[src/rtl/mode_set_pkg.sv]
// constants for the microcore mode-set instruction decoder
// assumes 16-bit instruction words and a 32-bit apb register port
package mode_set_pkg;
   // opcode match values and masks
   localparam logic [15:0] OP_ARITH = 16'h357C;
   localparam logic [15:0] MASK_ARITH = 16'hFFFC;
   localparam logic [15:0] OP_CTRLBIT = 16'h3740;
   localparam logic [15:0] MASK_CTRLBIT = 16'hFFE8;
   localparam logic [15:0] OP_COMM = 16'h358C;
   localparam logic [15:0] MASK_COMM = 16'hFFFC;
   localparam logic [15:0] OP_DCDC = 16'h3542;
   localparam logic [15:0] MASK_DCDC = 16'hFFFE;
   localparam logic [15:0] OP_DAC = 16'h3584;
   localparam logic [15:0] MASK_DAC = 16'hFFFC;
   // operand field positions
   localparam int CB_LEVEL_POS = 4;
   // arithmetic modes
   localparam logic [1:0] SIGNED_WRAP = 2'h0;
   localparam logic [1:0] SIGNED_SAT = 2'h1;
   localparam logic [1:0] UNSIGNED_WRAP = 2'h2;
   localparam logic [1:0] UNSIGNED_SAT = 2'h3;
   // shared register targets
   localparam logic [1:0] TGT_SELF = 2'h0;
   // dc-dc control modes
   localparam logic DCDC_MICRO = 1'b0;
   localparam logic DCDC_AUTO = 1'b1;
   // dac access modes
   localparam logic [1:0] DAC_BOOST = 2'h0;
   localparam logic [1:0] DAC_VALUE = 2'h1;
   localparam logic [1:0] DAC_OFFSET = 2'h2;
   localparam logic [1:0] DAC_FULL = 2'h3;
   // reset values
   localparam logic [1:0] ARITH_RST = UNSIGNED_WRAP;
   localparam logic [1:0] TGT_RST = TGT_SELF;
   localparam logic DCDC_RST = DCDC_MICRO;
   localparam logic [1:0] DAC_RST = DAC_VALUE;
   localparam logic [7:0] CTRL_HI_RST = 8'h00;
   // apb register byte addresses
   localparam logic [11:0] REG_MODE = 12'h000;
   localparam logic [11:0] REG_CTRL = 12'h004;
   // mode status register field positions
   localparam int MS_ARITH_POS = 0;
   localparam int MS_TGT_POS = 2;
   localparam int MS_DCDC_POS = 4;
   localparam int MS_DAC_POS = 5;
   localparam int MS_LS7_POS = 7;
   localparam int MS_OVF_POS = 8;
endpackage : mode_set_pkg

[src/rtl/microcore_mode_set_decoder.sv]
// mode-set instruction decoder of one microcore, with the alu result
// conditioning, automatic dc-dc regulation and dac slice steering it drives
// assumes instructions arrive with a one-cycle execute strobe on ref_clk,
// and software reaches the mode and control registers over apb
//
// Implementation choices: the placing of the registers and register access over APB.
`timescale 1ns/1ps
`default_nettype none

// Overview of operation
// - arithmetic-mode opcode recognised by upper bits; two low bits latched
// - codes: signed wrap, signed saturate, unsigned wrap, unsigned saturate
// - mode held in arith_mode_hi_bit/lo_bit, updated on each execution
// - wrapping modes flag overflow and keep the wrapped result
// - saturating modes flag overflow and clamp to representable limit
// - arithmetic mode resets to unsigned wrap, code 10
// - control-bit instruction: level bit 4, zero bit 3, selector bits 2..0
// - only the selected control register bit 8..15 takes the level
// - each microcore may read another microcore's shared register
// - shared-register select instruction latches a two-bit target
// - targets: self, other same channel, same other channel, other other
// - dc-dc instruction bit 0; value 0 leaves low-side 7 to microcore
// - value 1 regulates current via low-side 7 between block 4 thresholds
// - dc-dc control resets to microcore mode
// - dac access instruction latches a two-bit slice mode
// - value mode moves dac or high threshold in low 8 bits
// - offset mode uses bits 13..8; negative threshold bits 11..8
// - full mode moves both slices together
// - boost mode: dac address reaches nothing, threshold gets boost value
// - dac access mode resets to value slice, code 01
module microcore_mode_set_decoder
   import mode_set_pkg::*;
(
   // clock and reset
   input wire logic ref_clk,
   input wire logic reset,
   // instruction from the sequencer
   input wire logic instrValid,
   input wire logic [15:0] instrWord,
   // alu add or subtract request
   input wire logic aluReq,
   input wire logic aluSub,
   input wire logic [15:0] aluOpA,
   input wire logic [15:0] aluOpB,
   // dc-dc low-side 7 drive
   input wire logic ls7MicroCmd,
   input wire logic curBelowLow,
   input wire logic curAboveHigh,
   // data memory access to dac addresses
   input wire logic memReq,
   input wire logic memWrite,
   input wire logic memDacAddr,
   input wire logic memThreshAddr,
   input wire logic [15:0] memWdata,
   input wire logic [7:0] dacValue,
   input wire logic [5:0] dacOffset,
   input wire logic [7:0] highThrValue,
   input wire logic [3:0] negThrValue,
   input wire logic [7:0] boostValue,
   // apb slave
   input wire logic psel,
   input wire logic penable,
   input wire logic pwrite,
   input wire logic [11:0] paddr,
   input wire logic [31:0] pwdata,
   output logic pready,
   output logic [31:0] prdata,
   output logic pslverr,
   // mode outputs
   output logic [1:0] arithMode,
   output logic [7:0] ctrlRegHi,
   output logic [1:0] commTarget,
   output logic dcdcMode,
   output logic [1:0] dacMode,
   // alu result
   output logic [15:0] aluResult,
   output logic aluOverflow,
   output logic aluDone,
   // low-side 7 gate
   output logic ls7Gate,
   // dac slice access
   output logic [15:0] memRdata,
   output logic memRvalid,
   output logic [15:0] dacWrData,
   output logic wrLoSlice,
   output logic wrHiSlice,
   output logic wrBoost
);

   typedef struct packed {
      logic [1:0] arith;
      logic [7:0] ctrlHi;
      logic [1:0] tgt;
      logic dcdc;
      logic [1:0] dac;
      logic [15:0] aluRes;
      logic aluOvf;
      logic aluDone;
      logic ls7;
      logic [15:0] rdata;
      logic rvalid;
      logic [15:0] wdata;
      logic wrLo;
      logic wrHi;
      logic wrBst;
      logic pready;
      logic [31:0] prdata;
      logic pslverr;
   } state_s;

   state_s st_r;
   state_s st_nxt;

   logic isArith;
   logic isCtrlBit;
   logic isComm;
   logic isDcdc;
   logic isDac;
   logic apbAccess;
   logic apbDone;
   logic [16:0] rawSum;
   logic sgnOvf;
   logic unsOvf;

   // instruction decode on fixed opcode bits
   assign isArith = instrValid
      && ((instrWord & MASK_ARITH) == OP_ARITH);
   assign isCtrlBit = instrValid
      && ((instrWord & MASK_CTRLBIT) == OP_CTRLBIT);
   assign isComm = instrValid
      && ((instrWord & MASK_COMM) == OP_COMM);
   assign isDcdc = instrValid
      && ((instrWord & MASK_DCDC) == OP_DCDC);
   assign isDac = instrValid
      && ((instrWord & MASK_DAC) == OP_DAC);

   assign apbAccess = psel && penable;
   assign apbDone = apbAccess && st_r.pready;

   // 17-bit raw result; signed view uses sign extension
   always_comb begin
      logic [16:0] a17;
      logic [16:0] b17;
      a17 = '0;
      b17 = '0;
      if (st_r.arith[1]) begin
         a17 = {1'b0, aluOpA};
         b17 = {1'b0, aluOpB};
      end else begin
         a17 = {aluOpA[15], aluOpA};
         b17 = {aluOpB[15], aluOpB};
      end
      if (aluSub) begin
         rawSum = a17 - b17;
      end else begin
         rawSum = a17 + b17;
      end
   end

   assign sgnOvf = rawSum[16] != rawSum[15];
   assign unsOvf = rawSum[16];

   always_comb begin
      st_nxt = st_r;
      st_nxt.aluDone = 1'b0;
      st_nxt.rvalid = 1'b0;
      st_nxt.wrLo = 1'b0;
      st_nxt.wrHi = 1'b0;
      st_nxt.wrBst = 1'b0;
      st_nxt.pslverr = 1'b0;

      // apb: one wait state, then the access completes
      st_nxt.pready = apbAccess && !st_r.pready;
      if (apbAccess && !st_r.pready) begin
         unique case (paddr)
            REG_MODE: begin
               st_nxt.prdata = '0;
               st_nxt.prdata[MS_ARITH_POS +: 2] = st_r.arith;
               st_nxt.prdata[MS_TGT_POS +: 2] = st_r.tgt;
               st_nxt.prdata[MS_DCDC_POS] = st_r.dcdc;
               st_nxt.prdata[MS_DAC_POS +: 2] = st_r.dac;
               st_nxt.prdata[MS_LS7_POS] = st_r.ls7;
               st_nxt.prdata[MS_OVF_POS] = st_r.aluOvf;
            end
            REG_CTRL: begin
               st_nxt.prdata = {16'h0000, st_r.ctrlHi, 8'h00};
            end
            default: begin
               st_nxt.prdata = '0;
               st_nxt.pslverr = 1'b1;
            end
         endcase
      end else if (apbDone) begin
         st_nxt.prdata = '0;
      end
      if (apbDone && pwrite && paddr == REG_CTRL) begin
         st_nxt.ctrlHi = pwdata[15:8];
      end

      // mode-setting instructions; instruction bit write wins over apb
      if (isArith) begin
         st_nxt.arith = instrWord[1:0];
      end
      if (isCtrlBit) begin
         st_nxt.ctrlHi[instrWord[2:0]] = instrWord[CB_LEVEL_POS];
      end
      if (isComm) begin
         st_nxt.tgt = instrWord[1:0];
      end
      if (isDcdc) begin
         st_nxt.dcdc = instrWord[0];
      end
      if (isDac) begin
         st_nxt.dac = instrWord[1:0];
      end

      // alu result conditioning by the current mode
      if (aluReq) begin
         st_nxt.aluDone = 1'b1;
         st_nxt.aluRes = rawSum[15:0];
         unique case (st_r.arith)
            SIGNED_WRAP: begin
               st_nxt.aluOvf = sgnOvf;
            end
            SIGNED_SAT: begin
               st_nxt.aluOvf = sgnOvf;
               if (sgnOvf) begin
                  st_nxt.aluRes = rawSum[16] ? 16'h8000 : 16'h7FFF;
               end
            end
            UNSIGNED_WRAP: begin
               st_nxt.aluOvf = unsOvf;
            end
            UNSIGNED_SAT: begin
               st_nxt.aluOvf = unsOvf;
               if (unsOvf) begin
                  st_nxt.aluRes = aluSub ? 16'h0000 : 16'hFFFF;
               end
            end
         endcase
      end

      // low-side 7: follow the microcore or regulate by hysteresis
      if (st_r.dcdc == DCDC_MICRO) begin
         st_nxt.ls7 = ls7MicroCmd;
      end else if (curAboveHigh) begin
         st_nxt.ls7 = 1'b0;
      end else if (curBelowLow) begin
         st_nxt.ls7 = 1'b1;
      end

      // dac data memory slice steering
      if (memReq && (memDacAddr || memThreshAddr)) begin
         st_nxt.rvalid = !memWrite;
         st_nxt.wdata = memWdata;
         st_nxt.rdata = '0;
         unique case (st_r.dac)
            DAC_BOOST: begin
               if (memThreshAddr) begin
                  st_nxt.rdata = {8'h00, boostValue};
                  st_nxt.wrBst = memWrite;
               end
            end
            DAC_VALUE: begin
               st_nxt.rdata[7:0] = memDacAddr ? dacValue
                  : highThrValue;
               st_nxt.wrLo = memWrite;
            end
            DAC_OFFSET: begin
               if (memDacAddr) begin
                  st_nxt.rdata[13:8] = dacOffset;
               end else begin
                  st_nxt.rdata[11:8] = negThrValue;
               end
               st_nxt.wrHi = memWrite;
            end
            DAC_FULL: begin
               if (memDacAddr) begin
                  st_nxt.rdata = {2'h0, dacOffset, dacValue};
               end else begin
                  st_nxt.rdata = {4'h0, negThrValue,
                     highThrValue};
               end
               st_nxt.wrLo = memWrite;
               st_nxt.wrHi = memWrite;
            end
         endcase
      end
   end

   always_ff @(posedge ref_clk) begin
      if (reset) begin
         st_r <= '0;
         st_r.arith <= ARITH_RST;
         st_r.ctrlHi <= CTRL_HI_RST;
         st_r.tgt <= TGT_RST;
         st_r.dcdc <= DCDC_RST;
         st_r.dac <= DAC_RST;
      end else begin
         st_r <= st_nxt;
      end
   end

   assign arithMode = st_r.arith;
   assign ctrlRegHi = st_r.ctrlHi;
   assign commTarget = st_r.tgt;
   assign dcdcMode = st_r.dcdc;
   assign dacMode = st_r.dac;
   assign aluResult = st_r.aluRes;
   assign aluOverflow = st_r.aluOvf;
   assign aluDone = st_r.aluDone;
   assign ls7Gate = st_r.ls7;
   assign memRdata = st_r.rdata;
   assign memRvalid = st_r.rvalid;
   assign dacWrData = st_r.wdata;
   assign wrLoSlice = st_r.wrLo;
   assign wrHiSlice = st_r.wrHi;
   assign wrBoost = st_r.wrBst;
   assign pready = st_r.pready;
   assign prdata = st_r.prdata;
   assign pslverr = st_r.pslverr;
endmodule : microcore_mode_set_decoder

`default_nettype wire

[config.mk]
export PLATFORM = sky130hd
export DESIGN_NAME = microcore_mode_set_decoder
export DESIGN_NICKNAME = d
export VERILOG_FILES = /design/src/rtl/mode_set_pkg.sv /design/src/rtl/microcore_mode_set_decoder.sv
export SDC_FILE = /design/constraint.sdc
export NUM_CORES = 1
export LEC_CHECK = 0
export BUFFER_PORTS_ARGS = -buffer_cell sky130_fd_sc_hd__buf_2
export CORE_ASPECT_RATIO = 0.7
export CORE_MARGIN = 2
export CORE_UTILIZATION = 46
export DETAILED_ROUTE_END_ITERATION = 7
export GPL_TIMING_DRIVEN = 0
export PLACE_DENSITY = 0.88
export SYNTH_ARGS = -nofsm -noshare
export SYNTH_HDL_FRONTEND = slang
export SYNTH_SLANG_ARGS = --single-unit
[constraint.sdc]
create_clock -name ref_clk -period 4.5 [get_ports ref_clk]
set_clock_uncertainty 0.15 [all_clocks]
set_input_delay 0.675 -clock ref_clk [delete_from_list [all_inputs] [get_ports ref_clk]]
set_output_delay 0.675 -clock ref_clk [all_outputs]
set_load 0.02 [all_outputs]
# After elaboration in Yosys (flattened, before gate mapping)
# Cells that the tools add are included.
# Widths: inputs -> output; s select.
# word_totals
reg_bits,104
latch_bits,0
mem_bits_rw,0
romBits,0
output_inout_bits,104
elab_cells,101
n_memories,0
# op_classes
add_sub_neg,2
multipliers,0
div,0
n_lt_le_gt_ge,2
eq_ne,14
shifts,0
mux,30
n_bitwise,6
reduce_logical,29
# op_table
operator,count
$mux 16,4
$mux 32,2
$pmux 16 s2,2
$mux 17,3
$eq 14x12->1 const B,3
$mux 8,4
$pmux 8 s3,1
$pmux 6 s3,1
$add 17x17->17,1
$sub 17x17->17,1
$eq 15x13->1 const B,1
$mux 14,1
$reduce_or 2->1,7
$eq 12x10->1 const B,1
$eq 12x3->1 const B,1
$logic_and 1x1->1,12
$logic_not 12->1,1
$bwmux 8,1
$eq 2x2->1 const B,4
$mux 1,6
$not 1->1,6
$reduce_or 3->1,2
$eq 2x1->1 const B,2
$logic_not 2->1,2
other kinds (13),14

# Depth between registers and ports, before layout
# depth
word_depth,7
ltp_mapped,16
depth_no_buf,14

# Least setup slack after synthesis
# OpenSTA, ideal clock, no wires.
# synth_path
path_kind,input to register
start,in aluOpB[0]
end,reg st_r (netlist bit aluResult[3])
setup_time_ps,132
arrival_ps,3924
required_ps,4218
path_slack_ps,294
stages,15
path_buffers,1
path_cell_list,inv_1 -> ha_1 -> or4b_4 -> nor4_4 -> nor2_1 -> xnor2_1 -> ha_1 -> a211oi_1 -> o21ai_0 -> o211ai_1 -> nor4bb_1 -> nor3b_1 -> a31oi_1 -> buf_4 -> o211ai_1
# synth_via
elab_chain_cells,6
# synth_rtl
element,line_no,rtl
"start, declared",microcore_mode_set_decoder.sv:44,"input wire logic [15:0] aluOpB,"
$mux 17 *,microcore_mode_set_decoder.sv:146,if (st_r.arith[1]) begin
$add 17x17->17 / $sub 17x17->17 (equally long branches),"microcore_mode_set_decoder.sv:156, microcore_mode_set_decoder.sv:154",
$mux 17 *,microcore_mode_set_decoder.sv:153,if (aluSub) begin
$mux 16 / $ne 1x1->1 (equally long branches),"microcore_mode_set_decoder.sv:228, microcore_mode_set_decoder.sv:160",
$mux 16,microcore_mode_set_decoder.sv:227,if (sgnOvf) begin
$pmux 16 s2 *,microcore_mode_set_decoder.sv:221,unique case (st_r.arith)
"end signal, assigned",microcore_mode_set_decoder.sv:300,st_r <= st_nxt;
"end, declared",microcore_mode_set_decoder.sv:111,state_s st_r;
# Mark *: on every way between the ends. The rest lies on a longest branch, timed or not.
# A chain may end at the register's enable or synchronous reset.

# Worst setup path after layout
# layout_path
start,in aluOpB[0]
end,reg st_r (netlist bit aluResult[2])
# The elaborated chain is that of the path after synthesis.

==> impl_metrics.prom <==
# TYPE chip_impl_metric gauge
chip_impl_info{name="run_status",value="completed"} 1
chip_impl_info{name="unrepaired_setup_endpoints_after_global_routing",value="yes"} 1
chip_impl_info{name="yosys_most_used_dff",value="dfxtp_1"} 1
chip_impl_metric{name="final_routed_drc_violation_total",unit=""} 0
chip_impl_metric{name="cp_max_fo",unit=""} 5
chip_impl_info{name="clock-root-buffer",value="clkbuf_16"} 1
chip_impl_metric{name="number_of_pins_exceeding_their_max_slew_limit_in_the_final_report",unit=""} 0
chip_impl_metric{name="synth.avg_cell_area",unit="um2"} 8.16
chip_impl_metric{name="grt_remaining_overflow",unit=""} 0
chip_impl_metric{name="numPlacedInstances",unit=""} 967
chip_impl_metric{name="slew_limit_headroom",unit=""} 0.133
chip_impl_metric{name="wl_final",unit="mm"} 15.8
chip_impl_metric{name="detail_route.vias_per_cell",unit=""} 5.45
chip_impl_metric{name="first_global_vias",unit=""} 4819
chip_impl_metric{name="clkSlewWorstSetupHoldPaths",unit="ns"} 0.07
chip_impl_metric{name="setup-violations-final",unit=""} 0
chip_impl_metric{name="final_min_period_over_clock_period",unit=""} 0.957
chip_impl_metric{name="place_hpwl",unit="mm"} 12.5
chip_impl_metric{name="die_width",unit="um"} 128
chip_impl_metric{name="ys_seq_area_frac",unit=""} 0.349
chip_impl_metric{name="layout.cells.non_filler",unit=""} 991
chip_impl_metric{name="required",unit="ns"} 4.54
chip_impl_metric{name="drt_pass_1_iters",unit=""} 6
chip_impl_metric{name="design.die.area",unit="mm2"} 0.0116
chip_impl_metric{name="hold_viol_final",unit=""} 0
chip_impl_metric{name="cts-buffers-inserted",unit=""} 9
chip_impl_metric{name="grt_antenna_before_repair",unit=""} 0
chip_impl_metric{name="routedWlPerCell",unit="um"} 16.0
chip_impl_metric{name="synthToLayoutAreaGrowth",unit="%"} 36.9
chip_impl_info{name="worstSetupPathType",value="primary input to flop"} 1
chip_impl_info{name="timing.critical_path.cells",value="buf_2 > inv_1 > ha_1 > or4b_4 > nor4_4 > buf_4 > a21oi_1 > xnor2_1 > ha_1 > and3_2 > and4_1 > o211ai_1 > nand2_2 > xnor2_4 > buf_6 > a2111oi_1 > a2111oi_2"} 1
chip_impl_metric{name="power_density",unit="mW/mm2"} 333
chip_impl_metric{name="drt_first_iter_violations",unit=""} 534
chip_impl_metric{name="async_reset_ff_frac",unit=""} 0
chip_impl_metric{name="synthesis.yosys.warnings",unit=""} 0
chip_impl_metric{name="num_io_pins",unit=""} 261
chip_impl_metric{name="timing.critical_path.buf_inv",unit=""} 4
chip_impl_metric{name="final_layout_size_suffix_gt1_frac",unit=""} 0.343
chip_impl_metric{name="final_nets",unit=""} 1029
chip_impl_metric{name="synth_area",unit="mm2"} 0.00493
chip_impl_metric{name="worst_pin_slew",unit="ns"} 1.30
chip_impl_metric{name="synth_enable_flop_cells",unit=""} 0
chip_impl_info{name="cts_tree",value="done"} 1
chip_impl_metric{name="min_delay_path_depth",unit=""} 2
chip_impl_metric{name="synthesis.instances",unit=""} 604
chip_impl_metric{name="synth_top_cell_area_share",unit=""} 0.349
chip_impl_info{name="yosys.area.top_type",value="dfxtp_1"} 1
chip_impl_metric{name="drtAntennaViolNets",unit=""} 0
chip_impl_metric{name="global_route_wire_length_before_repair",unit="mm"} 24.2
chip_impl_metric{name="timing.fmax",unit="MHz"} 232
chip_impl_metric{name="io_buffers",unit=""} 214
chip_impl_metric{name="grt.total_usage",unit=""} 0.259
chip_impl_info{name="holdCritPathClass",value="flop to flop"} 1
chip_impl_info{name="critPathCaptureType",value="flop"} 1
chip_impl_metric{name="dpl_cell_area",unit="mm2"} 0.00623
chip_impl_metric{name="clock_insertion_delay_worst_skew",unit="ns"} 0.34
chip_impl_metric{name="worst-path-stages",unit=""} 17
chip_impl_metric{name="routed-via-count",unit=""} 5404
chip_impl_metric{name="finalInstanceArea",unit="mm2"} 0.00675
chip_impl_metric{name="reg2regPathDepth",unit=""} 5
chip_impl_metric{name="cts_htree_levels",unit=""} 3
chip_impl_metric{name="n_antenna_cell",unit=""} 0
chip_impl_metric{name="core_region_area",unit="mm2"} 0.0104
chip_impl_metric{name="arrival",unit="ns"} 4.35
chip_impl_metric{name="cpPeakStageDelay",unit="ns"} 0.50
chip_impl_metric{name="die_h",unit="um"} 90.6
chip_impl_info{name="crit_path_start_kind",value="primary input"} 1
chip_impl_metric{name="register_bit_total_from_synthesis",unit=""} 86
chip_impl_metric{name="grt_max_degree",unit=""} 17
chip_impl_info{name="synth.area.top_cells",value="dfxtp_1 35%, nor2_1 6.9%, nand2_1 5.6%"} 1
chip_impl_metric{name="static-leakage-power",unit="nW"} 3.15
chip_impl_metric{name="initial_utilization",unit=""} 0.474
chip_impl_metric{name="max_cap_viol_count",unit=""} 0
chip_impl_metric{name="numClockSinks",unit=""} 86
chip_impl_metric{name="synth.lib_cells_used.distinct",unit=""} 66
chip_impl_metric{name="hold_slack",unit="ns"} 0.300
chip_impl_info{name="slowest_cell_on_the_critical_path",value="or4b_4"} 1
chip_impl_metric{name="final_critical_period",unit="ns"} 4.31
chip_impl_metric{name="ir_worst_vdd",unit="uV"} 233
chip_impl_metric{name="place_congestion",unit=""} 0.939
chip_impl_metric{name="std_cell_rows",unit=""} 31
chip_impl_info{name="timing.critical_path.max_delay_family",value="simple AND/OR/NAND/NOR gates"} 1
chip_impl_metric{name="clock_path_buffers",unit=""} 2
chip_impl_info{name="path_common_cell",value="ha_1"} 1
chip_impl_metric{name="final_core_utilization",unit=""} 0.649
==> report_power, final <==
| part | switching, mW | leakage (nW) | internal, mW | total [mW] |
|---|---|---|---|---|
| combinational | 0.329 | 2.27 | 0.228 | 0.556 |
| clock | 0.323 | 0.171 | 0.551 | 0.873 |
| sequential | 0.0203 | 0.701 | 0.797 | 0.818 |
| total | 0.672 | 3.15 | 1.58 | 2.25 |
==> layout make-up <==
type	instances	area (um2)
Tap cell	132	165
Multi-Input combinational cell	476	3040
Clock buffer	9	225
Buffer	46	289
Fill cell	874	3650
Sequential cell	86	1720
Inverter	13	48.8
Timing Repair Buffer	222	1130
Clock inverter	7	125
==> cell usage after synthesis (all sizes together), types with 3 or more instances <==
master	count
a2111oi	3
a211o	3
a211oi	10
a21o	5
a21oi	53
a22oi	23
a31oi	6
and3	4
buf	25
clkbuf	20
dfxtp	86
ha	17
inv	13
mux2	13
mux2i	13
nand2	73
nand2b	5
nand3	15
nand4	5
nor2	90
nor2b	3
nor3	13
nor3b	5
nor4	6
nor4b	3
o211ai	15
o21ai	10
o21bai	4
or3	4
xnor2	19
xor2	12
==> registers in the layout, indices dropped and copies added (netlist names) <==
name         flops
aluResult       16
dacWrData       16
prdata          16
memRdata        14
ctrlRegHi        8
arithMode        2
commTarget       2
dacMode          2
aluDone          1
aluOverflow      1
dcdcMode         1
ls7Gate          1
memRvalid        1
pready           1
pslverr          1
wrBoost          1
wrHiSlice        1
wrLoSlice        1
==> cell families (layout without fill, tap and decap cells) <==
| logic type | count (synthesis) | in the layout | share of synthesized area |
|---|---|---|---|
| flops | 86 | 86 | 0.349 |
| xor+xnor | 31 | 31 | 0.0566 |
| mux | 26 | 26 | 0.0561 |
| fa+ha+maj | 18 | 18 | 0.0472 |
| compound gates | 148 | 148 | 0.200 |
| simple gates | 235 | 235 | 0.223 |
| buf+inv | 59 | 297 | 0.0673 |
| other cells | 1 | 18 | 0.000761 |
==> through the flow <==
| step | power, mW | setup WS (ns) | TNS [ns] |
|---|---|---|---|
| global route | 2.34 | -0.0184 | -0.0251 |
| finish | 2.25 | 0.193 | 0 |
| detailed placement | 1.35 | -0.633 | -8.28 |
| CTS | 2.22 | 0.0236 | 0 |
| floorplan | 1.17 | 0.294 | 0 |
| global placement | 1.34 | -0.540 | -6.79 |
==> metal layers <==
metal,up-vias,part of all wire,global-route usage
li1,2635,-,-
met1,2497,0.47,0.380
met2,246,0.44,0.390
met3,26,0.074,0.0581
met4,0,0.013,0.0513
met5,-,0,0
==> cells in the final DEF, fill, tap and decap left out, types with 5 or more instances in the layout <==
cell,n
o211ai_1,15
a21oi_1,51
buf_4,26
nand3_1,15
xor2_1,12
dfxtp_1,86
mux2_2,13
nand2_1,72
clkbuf_1,20
a31oi_1,5
inv_1,13
nand4_1,5
clkbuf_16,9
nor3_1,12
conb_1,18
mux2i_1,13
ha_1,17
nor2_1,90
a211oi_1,10
nand2b_1,5
a22oi_1,23
xnor2_1,17
buf_2,216
nor4_1,5
o21ai_0,7
==> what timing repair did <==
item,4_1_cts,5_1_grt
pin swaps,1,5
hold buffers,0,0
resized for setup,3,19
gates cloned,0,1
endpoints found under the setup margin,13,17
buffers inserted,2,5
==> path summary, 6_finish.rpt <==
path                                endpoint         from  slack [ns]
worst min register to register   memRdata[8]  memRdata[8]        0.30
worst max-delay path            aluResult[2]    aluOpB[0]        0.19
worst min-delay path             memRdata[8]  memRdata[8]        0.30
worst max register to register   memRdata[7]   dacMode[0]        2.32
==> worst register-to-register path, cell delays in order, from the launching register on <==
cell and delay [ns]:
dfxtp_1 0.37, nor3b_1 1.05, a22oi_1 0.24, nor2_1 0.15
a21oi_1 0.05, nor2_1 0.11
Note: power is estimated with default switching activity, not from simulation.
